`config.mk`:
```
export PLATFORM = sky130hd
export DESIGN_NAME = memory_strobe_address_outputs
export DESIGN_NICKNAME = d
export VERILOG_FILES = /design/src/verilog/mem_strobe_pkg.sv /design/src/verilog/addr_counter.sv /design/src/verilog/memory_strobe_address_outputs.sv
export VERILOG_INCLUDE_DIRS = /design/src /design/src/verilog
export SDC_FILE = /design/constraint.sdc
export NUM_CORES = 1
export LEC_CHECK = 0
export ABC_AREA = 1
export BUFFER_PORTS_ARGS = -buffer_cell sky130_fd_sc_hd__buf_2
export CORE_MARGIN = 3
export CORE_UTILIZATION = 40
export CTS_BUF_LIST = sky130_fd_sc_hd__clkbuf_8
export CTS_CLUSTER_DIAMETER = 150
export DETAILED_ROUTE_END_ITERATION = 8
export GPL_TIMING_DRIVEN = 0
export PLACE_DENSITY = 0.64
export SETUP_SLACK_MARGIN = 0.1
export SYNTH_ARGS = -nofsm -noshare
export SYNTH_HDL_FRONTEND = slang
export SYNTH_SLANG_ARGS = --single-unit
export TNS_END_PERCENT = 5
```
`constraint.sdc`:
```
create_clock -name clk_sys_i -period 4.3 [get_ports clk_sys_i]
set_input_delay 0.43 -clock clk_sys_i [delete_from_list [all_inputs] [get_ports clk_sys_i]]
set_output_delay 0.43 -clock clk_sys_i [all_outputs]
set_load 0.01 [all_outputs]
```
`src/verilog/mem_strobe_defines.svh`:
```
// Constants for the memory strobe and address output block
`ifndef MEM_STROBE_DEFINES_SVH
`define MEM_STROBE_DEFINES_SVH

// Static bank word address field of the local address
`define ST_ADDR_MSB 13
`define ST_ADDR_LSB 2
// Fewest DRAM column bits; the configured code adds to this
`define DRAM_COL_BASE 4'h8
`define MUX_ADDR_W 12
`define BEAT_W 2
// Idle (deasserted) levels of the active-low strobe groups
`define STATIC_WE_IDLE 4'hF
`define ROW_STROBE_IDLE 4'hF
`define COL_STROBE_IDLE 8'hFF
`define BANK_SEL_IDLE 2'h3
`define DRAM_WE_IDLE 2'h3

`endif

```
`src/verilog/mem_strobe_pkg.sv`:
```
// Types shared by the memory strobe and address output block
package mem_strobe_pkg;

    typedef enum logic [1:0] {
        TGT_STATIC0 = 2'h0,
        TGT_STATIC1 = 2'h1,
        TGT_DRAM = 2'h2
    } mem_target_e;

    typedef struct packed {
        logic [31:0] addr;
        logic [31:0] wdata;
        logic [3:0] byte_lane_enable_n;
        logic write;
        mem_target_e target;
        logic [1:0] beats_m1;
        logic [1:0] dram_bank;
    } mem_req_s;

    typedef struct packed {
        logic interleaved;
        logic [1:0] col_width_code;
    } dram_cfg_s;

    typedef enum logic [3:0] {
        ST_IDLE = 4'h0,
        ST_S_SETUP = 4'h1,
        ST_S_STROBE = 4'h3,
        ST_S_HOLD = 4'h2,
        ST_D_ROW = 4'h6,
        ST_D_RAS = 4'h7,
        ST_D_COL = 4'h5,
        ST_D_CAS = 4'h4,
        ST_R_CAS = 4'hC,
        ST_R_RAS = 4'hD,
        ST_R_END = 4'hF
    } seq_state_e;

endpackage : mem_strobe_pkg

```
`src/verilog/addr_counter.sv`:
```
// Loadable incrementing address counter
`timescale 1ns/1ps
`default_nettype none

module addr_counter #(
    parameter int W = 12
) (
    input wire logic clk_i,          // System clock
    input wire logic rst_n_i,        // Synchronised reset, active low
    input wire logic load_i,         // Load start address
    input wire logic [W-1:0] load_val_i, // Start address
    input wire logic inc_i,          // Advance by one
    output logic [W-1:0] count_o     // Current address
);

    logic [W-1:0] count_r;
    logic [W-1:0] count_nxt;

    assign count_nxt = load_i ? load_val_i :
                       inc_i ? W'(count_r + 1'b1) : count_r;
    assign count_o = count_r;

    always_ff @(posedge clk_i or negedge rst_n_i) begin
        if (!rst_n_i) begin
            count_r <= '0;
        end else begin
            count_r <= count_nxt;
        end
    end

endmodule : addr_counter

`default_nettype wire

```
`src/verilog/memory_strobe_address_outputs.sv`:
```
// Memory controller address mux and strobe output sequencer
// Summary of operation
// - Static banks 0/1 put word address bits 13:2 on the muxed address.
// - Static bursts advance the muxed address by one per transfer.
// - DRAM row and column 11:0 are muxed by column width and arrangement.
// - Static write data stays valid across the write strobe rising edge.
// - Static write strobe n asserts only for writes enabling byte lane n.
// - Row strobe asserts only once the row address is on the outputs, or after the column strobes in refresh.
// - Row strobe deasserts after the last transfer of each DRAM access.
// - Row strobe per bank, or strobes 0,2 even and 1,3 odd leaf.
// - Column strobes assert with valid column address and during refresh.
// - One static bank select at a time, held for the whole access.
// - Both DRAM write strobes identical, low for writes, high for reads.
`timescale 1ns/1ps
`default_nettype none
`include "mem_strobe_defines.svh"

module memory_strobe_address_outputs
    import mem_strobe_pkg::*;
(
    input wire logic clk_sys_i,                // 125 MHz system clock
    input wire logic nrst_i,                   // Async reset, active low
    input wire logic req_valid_i,              // Access request present
    input wire mem_req_s req_i,                // Access request fields
    input wire dram_cfg_s cfg_i,               // DRAM arrangement
    input wire logic refresh_req_i,            // Refresh request level
    output logic req_ready_o,                  // Sequencer idle
    output logic xfer_done_o,                  // One pulse per transfer
    output logic [11:0] muxed_mem_addr_o,      // Multiplexed address
    output logic [3:0] static_write_strobe_n_o, // Static write strobes
    output logic [3:0] row_strobe_n_o,         // DRAM row strobes
    output logic [7:0] column_strobe_n_o,      // DRAM column strobes
    output logic [1:0] static_bank_select_n_o, // Static bank selects
    output logic [1:0] dram_write_strobe_n_o,  // DRAM write strobes
    output logic [31:0] local_addr_data_o,     // Write data out
    output logic local_addr_data_oe_o          // Write data drive enable
);

    localparam int AW = `MUX_ADDR_W;

    // ==========================================================
    // Reset release
    // ==========================================================
    logic rst_meta_r;
    logic rst_n_r;

    always_ff @(posedge clk_sys_i or negedge nrst_i) begin
        if (!nrst_i) begin
            rst_meta_r <= 1'b0;
            rst_n_r <= 1'b0;
        end else begin
            rst_meta_r <= 1'b1;
            rst_n_r <= rst_meta_r;
        end
    end

    // ==========================================================
    // Request capture and address mapping
    // ==========================================================
    seq_state_e state_r;
    seq_state_e state_nxt;
    mem_req_s req_r;
    dram_cfg_s cfg_r;
    logic [`BEAT_W-1:0] beats_left_r;

    // Ready gates the take so the cycle after reset release refuses requests
    wire in_idle = (state_r == ST_IDLE) && req_ready_o;
    wire take_refresh = in_idle && refresh_req_i;
    wire take_req = in_idle && req_valid_i && !refresh_req_i;
    wire start_dram = (req_i.target == TGT_DRAM);

    // Mapping uses the request being taken so the counter loads at once
    wire [29:0] word_addr = req_i.addr[31:2];
    // Interleaved: word bit 0 picks the leaf, so columns start above it
    wire [29:0] leaf_word = cfg_i.interleaved ? (word_addr >> 1) : word_addr;
    wire [3:0] col_width = `DRAM_COL_BASE + {2'h0, cfg_i.col_width_code};
    wire [AW-1:0] col_mask = ~(12'hFFF << col_width);
    wire [29:0] row_word = leaf_word >> col_width;
    wire [AW-1:0] col_start = leaf_word[AW-1:0] & col_mask;
    wire [AW-1:0] static_start = req_i.addr[`ST_ADDR_MSB:`ST_ADDR_LSB];
    wire [AW-1:0] load_val = start_dram ? col_start : static_start;

    logic [AW-1:0] row_addr_r;
    logic [AW-1:0] col_mask_r;
    logic leaf_r;

    wire last_beat = (beats_left_r == '0);
    wire beat_end = (state_r == ST_S_HOLD) || (state_r == ST_D_CAS);
    wire addr_inc = beat_end && !last_beat;

    logic [AW-1:0] burst_addr;

    addr_counter #(
        .W(AW)
    ) u_addr_counter (
        .clk_i(clk_sys_i),
        .rst_n_i(rst_n_r),
        .load_i(take_req),
        .load_val_i(load_val),
        .inc_i(addr_inc),
        .count_o(burst_addr)
    );

    always_ff @(posedge clk_sys_i or negedge rst_n_r) begin
        if (!rst_n_r) begin
            req_r <= '0;
            cfg_r <= '0;
            row_addr_r <= '0;
            col_mask_r <= '0;
            leaf_r <= 1'b0;
        end else if (take_req) begin
            req_r <= req_i;
            cfg_r <= cfg_i;
            row_addr_r <= row_word[AW-1:0];
            col_mask_r <= col_mask;
            leaf_r <= word_addr[0];
        end
    end

    always_ff @(posedge clk_sys_i or negedge rst_n_r) begin
        if (!rst_n_r) begin
            beats_left_r <= '0;
        end else if (take_req) begin
            beats_left_r <= req_i.beats_m1;
        end else if (addr_inc) begin
            beats_left_r <= beats_left_r - 1'b1;
        end
    end

    // ==========================================================
    // Sequencer
    // ==========================================================
    always_comb begin
        state_nxt = state_r;
        case (state_r)
            ST_IDLE: begin
                if (take_refresh) begin
                    state_nxt = ST_R_CAS;
                end else if (take_req) begin
                    state_nxt = start_dram ? ST_D_ROW : ST_S_SETUP;
                end
            end
            ST_S_SETUP: state_nxt = ST_S_STROBE;
            ST_S_STROBE: state_nxt = ST_S_HOLD;
            // strobe released one cycle before data changes
            ST_S_HOLD: state_nxt = last_beat ? ST_IDLE : ST_S_SETUP;
            ST_D_ROW: state_nxt = ST_D_RAS;
            ST_D_RAS: state_nxt = ST_D_COL;
            ST_D_COL: state_nxt = ST_D_CAS;
            // leave row strobe active only until the last transfer
            ST_D_CAS: state_nxt = last_beat ? ST_IDLE : ST_D_COL;
            ST_R_CAS: state_nxt = ST_R_RAS;
            ST_R_RAS: state_nxt = ST_R_END;
            ST_R_END: state_nxt = ST_IDLE;
            default: state_nxt = ST_IDLE;
        endcase
    end

    always_ff @(posedge clk_sys_i or negedge rst_n_r) begin
        if (!rst_n_r) begin
            state_r <= ST_IDLE;
        end else begin
            state_r <= state_nxt;
        end
    end

    // ==========================================================
    // Output decode
    // ==========================================================
    wire st_static = (state_r == ST_S_SETUP) || (state_r == ST_S_STROBE) ||
                     (state_r == ST_S_HOLD);
    wire st_row_phase = (state_r == ST_D_ROW) || (state_r == ST_D_RAS);
    wire st_dram = st_row_phase || (state_r == ST_D_COL) ||
                   (state_r == ST_D_CAS);
    wire st_refresh = (state_r == ST_R_CAS) || (state_r == ST_R_RAS);
    // row strobe only after a cycle of stable row address
    wire ras_on = (state_r == ST_D_RAS) || (state_r == ST_D_COL) ||
                  (state_r == ST_D_CAS);

    // row during row phase, masked column counter afterwards
    wire [AW-1:0] mux_addr = st_row_phase ? row_addr_r :
                             st_dram ? (burst_addr & col_mask_r) :
                             burst_addr;

    // lane strobes follow the byte enables on writes only
    wire [3:0] mwe_n = (state_r == ST_S_STROBE && req_r.write) ?
                       req_r.byte_lane_enable_n : `STATIC_WE_IDLE;

    // bank number, or bank pair plus leaf when interleaved
    wire [1:0] ras_idx = cfg_r.interleaved ? {req_r.dram_bank[1], leaf_r} :
                         req_r.dram_bank;
    wire [3:0] ras_sel = 4'h1 << ras_idx;
    // Refresh hits every bank; CAS leads RAS for CAS-before-RAS refresh
    wire [3:0] ras_n = (state_r == ST_R_RAS) ? 4'h0 :
                       ras_on ? ~ras_sel : `ROW_STROBE_IDLE;

    // Interleaved bursts stay in one leaf; the other leaf needs its own
    // access, which keeps the column counter simple
    wire [7:0] cas_lanes = cfg_r.interleaved ?
        (leaf_r ? {~req_r.byte_lane_enable_n, 4'h0} :
                  {4'h0, ~req_r.byte_lane_enable_n}) :
        {~req_r.byte_lane_enable_n, ~req_r.byte_lane_enable_n};
    // column strobes on column address and in refresh
    wire [7:0] cas_n = st_refresh ? 8'h00 :
                       (state_r == ST_D_CAS) ? ~cas_lanes :
                       `COL_STROBE_IDLE;

    // exactly one bank select, held over all static states
    wire [1:0] ce_n = !st_static ? `BANK_SEL_IDLE :
                      (req_r.target == TGT_STATIC1) ? 2'h1 : 2'h2;

    wire dwe_on = ras_on && req_r.write;
    wire [1:0] dwe_n = dwe_on ? 2'h0 : `DRAM_WE_IDLE;

    // data driven over the whole write, past the strobe edge
    wire data_oe = (st_static || st_dram) && req_r.write;

    // ==========================================================
    // Output registers
    // ==========================================================
    always_ff @(posedge clk_sys_i or negedge rst_n_r) begin
        if (!rst_n_r) begin
            req_ready_o <= 1'b0;
            xfer_done_o <= 1'b0;
            muxed_mem_addr_o <= '0;
            static_write_strobe_n_o <= `STATIC_WE_IDLE;
            row_strobe_n_o <= `ROW_STROBE_IDLE;
            column_strobe_n_o <= `COL_STROBE_IDLE;
            static_bank_select_n_o <= `BANK_SEL_IDLE;
            dram_write_strobe_n_o <= `DRAM_WE_IDLE;
            local_addr_data_o <= '0;
            local_addr_data_oe_o <= 1'b0;
        end else begin
            req_ready_o <= (state_nxt == ST_IDLE);
            xfer_done_o <= beat_end;
            muxed_mem_addr_o <= mux_addr;
            static_write_strobe_n_o <= mwe_n;
            row_strobe_n_o <= ras_n;
            column_strobe_n_o <= cas_n;
            static_bank_select_n_o <= ce_n;
            dram_write_strobe_n_o <= dwe_n;
            local_addr_data_o <= req_r.wdata;
            local_addr_data_oe_o <= data_oe;
        end
    end

endmodule : memory_strobe_address_outputs

`default_nettype wire

```
==> qor.csv <==
stage;metric;value;unit
status;outcome;complete, no violations;
placement;gp_congestion;0.858;
timing;fin_crit_sh;40.2;%
clocking;clock_latency;0.45;ns
worst_setup_path;cp_top_family;simple AND/OR/NAND/NOR gates;
routing;post_drt_wl_per_cell;13.6;µm
worst_setup_path;crit_path_end_kind;flip-flop;
finish;final_cells;1083;
finish;fin_nets;970;
worst_setup_path;ff2ff_setup_slack;2.57;ns
worst_setup_path;crit_chain;nor2_2, nand3_2, nor2_1, buf_4, buf_2, nand3_1, nand2_1;
finish;layout_common_cells;nand2_1, buf_2, dfrtp_1;
routing;drtIter0Drc;357;
pwr;power_density;629;nW/µm²
clocking;clk_pin_slew_worst_paths;0.08;ns
logic_synthesis;syn_area_per_cell;8.57;µm²
worst_setup_path;critPathLaunchType;flip-flop;
finish;syn2layout_area_growth;22.1;%
timing;rsz0062_at_grt;false;
floorplan;die-width;131;µm
timing;drv_slew;0;
logic_synthesis;ys_seq_area_share;58.8;%
logic_synthesis;netlist_area;6210;µm²
clocking;clock-root-buffer;clkbuf_8;
finish;nFillCells;1449;
clocking;cts_tree;built;
timing;max_freq;579;MHz
floorplan;ios;149;
routing;drc;0;
floorplan;die_h;131;µm
finish;n_antenna_cell;0;
global_routing;antenna_found_initial;0;
worst_setup_path;slowest_delay;0.46;ns
routing;vias_per_cell;4.77;
logic_synthesis;ys_seq_elements;145;
global_routing;grt_use_total;18.0;%
logic_synthesis;synthDistinctLibCells;32;
global_routing;grt_overflow;0;
placement;hpwl;10900;µm
floorplan;num_rows;44;
finish;multi_input_area;2200;µm²
placement;dp_cells;1050;
finish;layout-drive-gt1-share;26.3;%
worst_setup_path;crit_buf_inv;2;
worst_setup_path;cp_data_required_time;4.68;ns
timing;finalCriticalPeriod;1.73;ns
timing;setup_violations;0;
logic_synthesis;yosys-top-cells-area;dfrtp_1, nand2_1, dfstp_2, nand3_1, o21ai_0;
global_routing;grt_pass1_wl;23800;µm
finish;fin_util;51.0;%
global_routing;first_global_vias;4883;
clocking;cts_max_path_buffers;2;
worst_setup_path;cp.arrival;2.11;ns
logic_synthesis;postSynthCellCount;725;
finish;final-seq-area;3660;µm²
routing;firstDrtPassIters;5;
timing;finalSetupTns;0;ns
routing;routed_wl;14700;µm
floorplan;die_area;17100;µm²
timing;worst_pin_slew;0.669;ns
worst_setup_path;crit_type;flip-flop to flip-flop;
floorplan;initial_core_util;41.8;%
routing;vias;5164;
clocking;cts_resized;0;
timing;finalHoldViolations;0;
global_routing;grt_start_max_net_pins;55;
flow_run;max-cap-violations;0;
timing;max-slew-margin-rel;55.4;%
placement;port_buffers;139;
clocking;cts_buffers;17;
floorplan;core_area;14900;µm²
logic_synthesis;synth_top_area_share;50.8;%
worst_setup_path;crit_path_top_delay_cell;dfrtp_1;
timing;fin_skew;0.0133;ns
finish;final_common_cell;nand2_1;
routing;ant_nets;0;
pwr;vdd_drop_max;0.211;mV
logic_synthesis;netlist.top_cell.by_area;dfrtp_1;
hold_path;hold_path_class;input pin to flip-flop;
worst_setup_path;critPathMaxFanout;10;
logic_synthesis;yosys_warnings;0;
clocking;post_cts_buffers;0;
clocking;htree_levels;4;
pwr;power.leakage;0.00403;µW
logic_synthesis;synth_nets;809;
clocking;clock_sinks;145;
power breakdown:
group | switching (µW) | total (µW) | internal, µW
combinational | 935 | 1500 | 569
clock | 512 | 1040 | 529
sequential | 272 | 2230 | 1950
layer usage:
layer | part of all wire [%] | track usage [%]
met5 | 0 | 0
met1 | 47 | 24.5
met3 | 5.7 | 4.76
met4 | 1.3 | 5.44
met2 | 46 | 28.3
logic make-up after synthesis:
group           Yosys count  share of synthesized area (%)
xor+xnor                  3                          0.423
compound gates           73                           6.36
fa+ha+maj                 2                          0.403
simple gates            420                           28.1
flops                   145                           58.8
buf+inv                  81                           5.82
other cells               1                         0.0604
synthesized netlist by cell type:
| master | number |
|---|---|
| nand2_1 | 295 |
| dfrtp_1 | 126 |
| nand3_1 | 64 |
| inv_1 | 45 |
| nor2_1 | 37 |
| o21ai_0 | 37 |
| dfstp_2 | 19 |
| buf_2 | 13 |
| a31oi_1 | 12 |
| a21oi_1 | 10 |
| clkbuf_1 | 9 |
| o21ai_1 | 8 |
| or2_2 | 7 |
| buf_4 | 5 |
| inv_2 | 5 |
| o211ai_1 | 5 |
| buf_6 | 3 |
| nand3_2 | 3 |
| xnor2_1 | 3 |
| ha_1 | 2 |
| nand2_2 | 2 |
| nand2_4 | 2 |
| nand4_1 | 2 |
| nor2_2 | 2 |
| nor2_4 | 2 |
| clkinv_1 | 1 |
| conb_1 | 1 |
| nand3b_1 | 1 |
| nor3_1 | 1 |
| nor4_1 | 1 |
| o21a_1 | 1 |
| or3_1 | 1 |
layout make-up:
class | count | area share, %
inverters | 51 | 2.52
plain buffers | 30 | 2.24
clock inverters | 14 | 1.78
repair buffers | 142 | 9.93
multi-input cells | 499 | 29.0
flip-flops and latches | 145 | 48.2
clock buffers | 18 | 3.27
well taps | 184 | 3.04
through the flow:
| step | power [µW] | area [µm²] | hold WS (ns) | setup WS [ns] |
|---|---|---|---|---|
| after detailed placement | 3770 | 7190 | 0.218 | 2.30 |
| after global routing | 5150 | 7580 | 0.160 | 2.40 |
| after global placement | 3730 | 7140 | 0.216 | 1.02 |
| after floorplan | 3180 | 6210 | 0.134 | 1.91 |
| final | 4770 | 7580 | 0.181 | 2.57 |
| after CTS | 4830 | 7580 | 0.150 | 2.56 |
what timing repair did:
item	in CTS	in global routing
hold buffers	1	0
endpoints found under the setup margin	0	0
hold endpoints to repair	2	0
worst min-delay path, stage by stage:
cell     delay, ns
buf_2         0.08
nand2_1       0.04
nand2_1       0.05
flip-flops by register name (all words and copies together), names as in the netlist, 2 cells and up:
register	count
beats_left_r	2
req_r	41
muxed_mem_addr_o	12
u_addr_counter.count_o	12
state_r	4
static_bank_select_n_o	2
col_mask_r	4
column_strobe_n_o	8
static_write_strobe_n_o	4
local_addr_data_o	32
row_addr_r	12
row_strobe_n_o	4
worst paths after layout:
path,from,to,cells after the start
max reg2reg,state_r[2],row_addr_r[4],7
min,req_i[23],req_r[23],3
max,state_r[2],row_addr_r[4],7
min reg2reg,rst_meta_r,rst_n_r,0
min in group asynchronous,nrst_i,rst_n_r,2
max in group asynchronous,rst_n_r,static_write_strobe_n_o[2],2
Power figures use the tool's default switching activity.
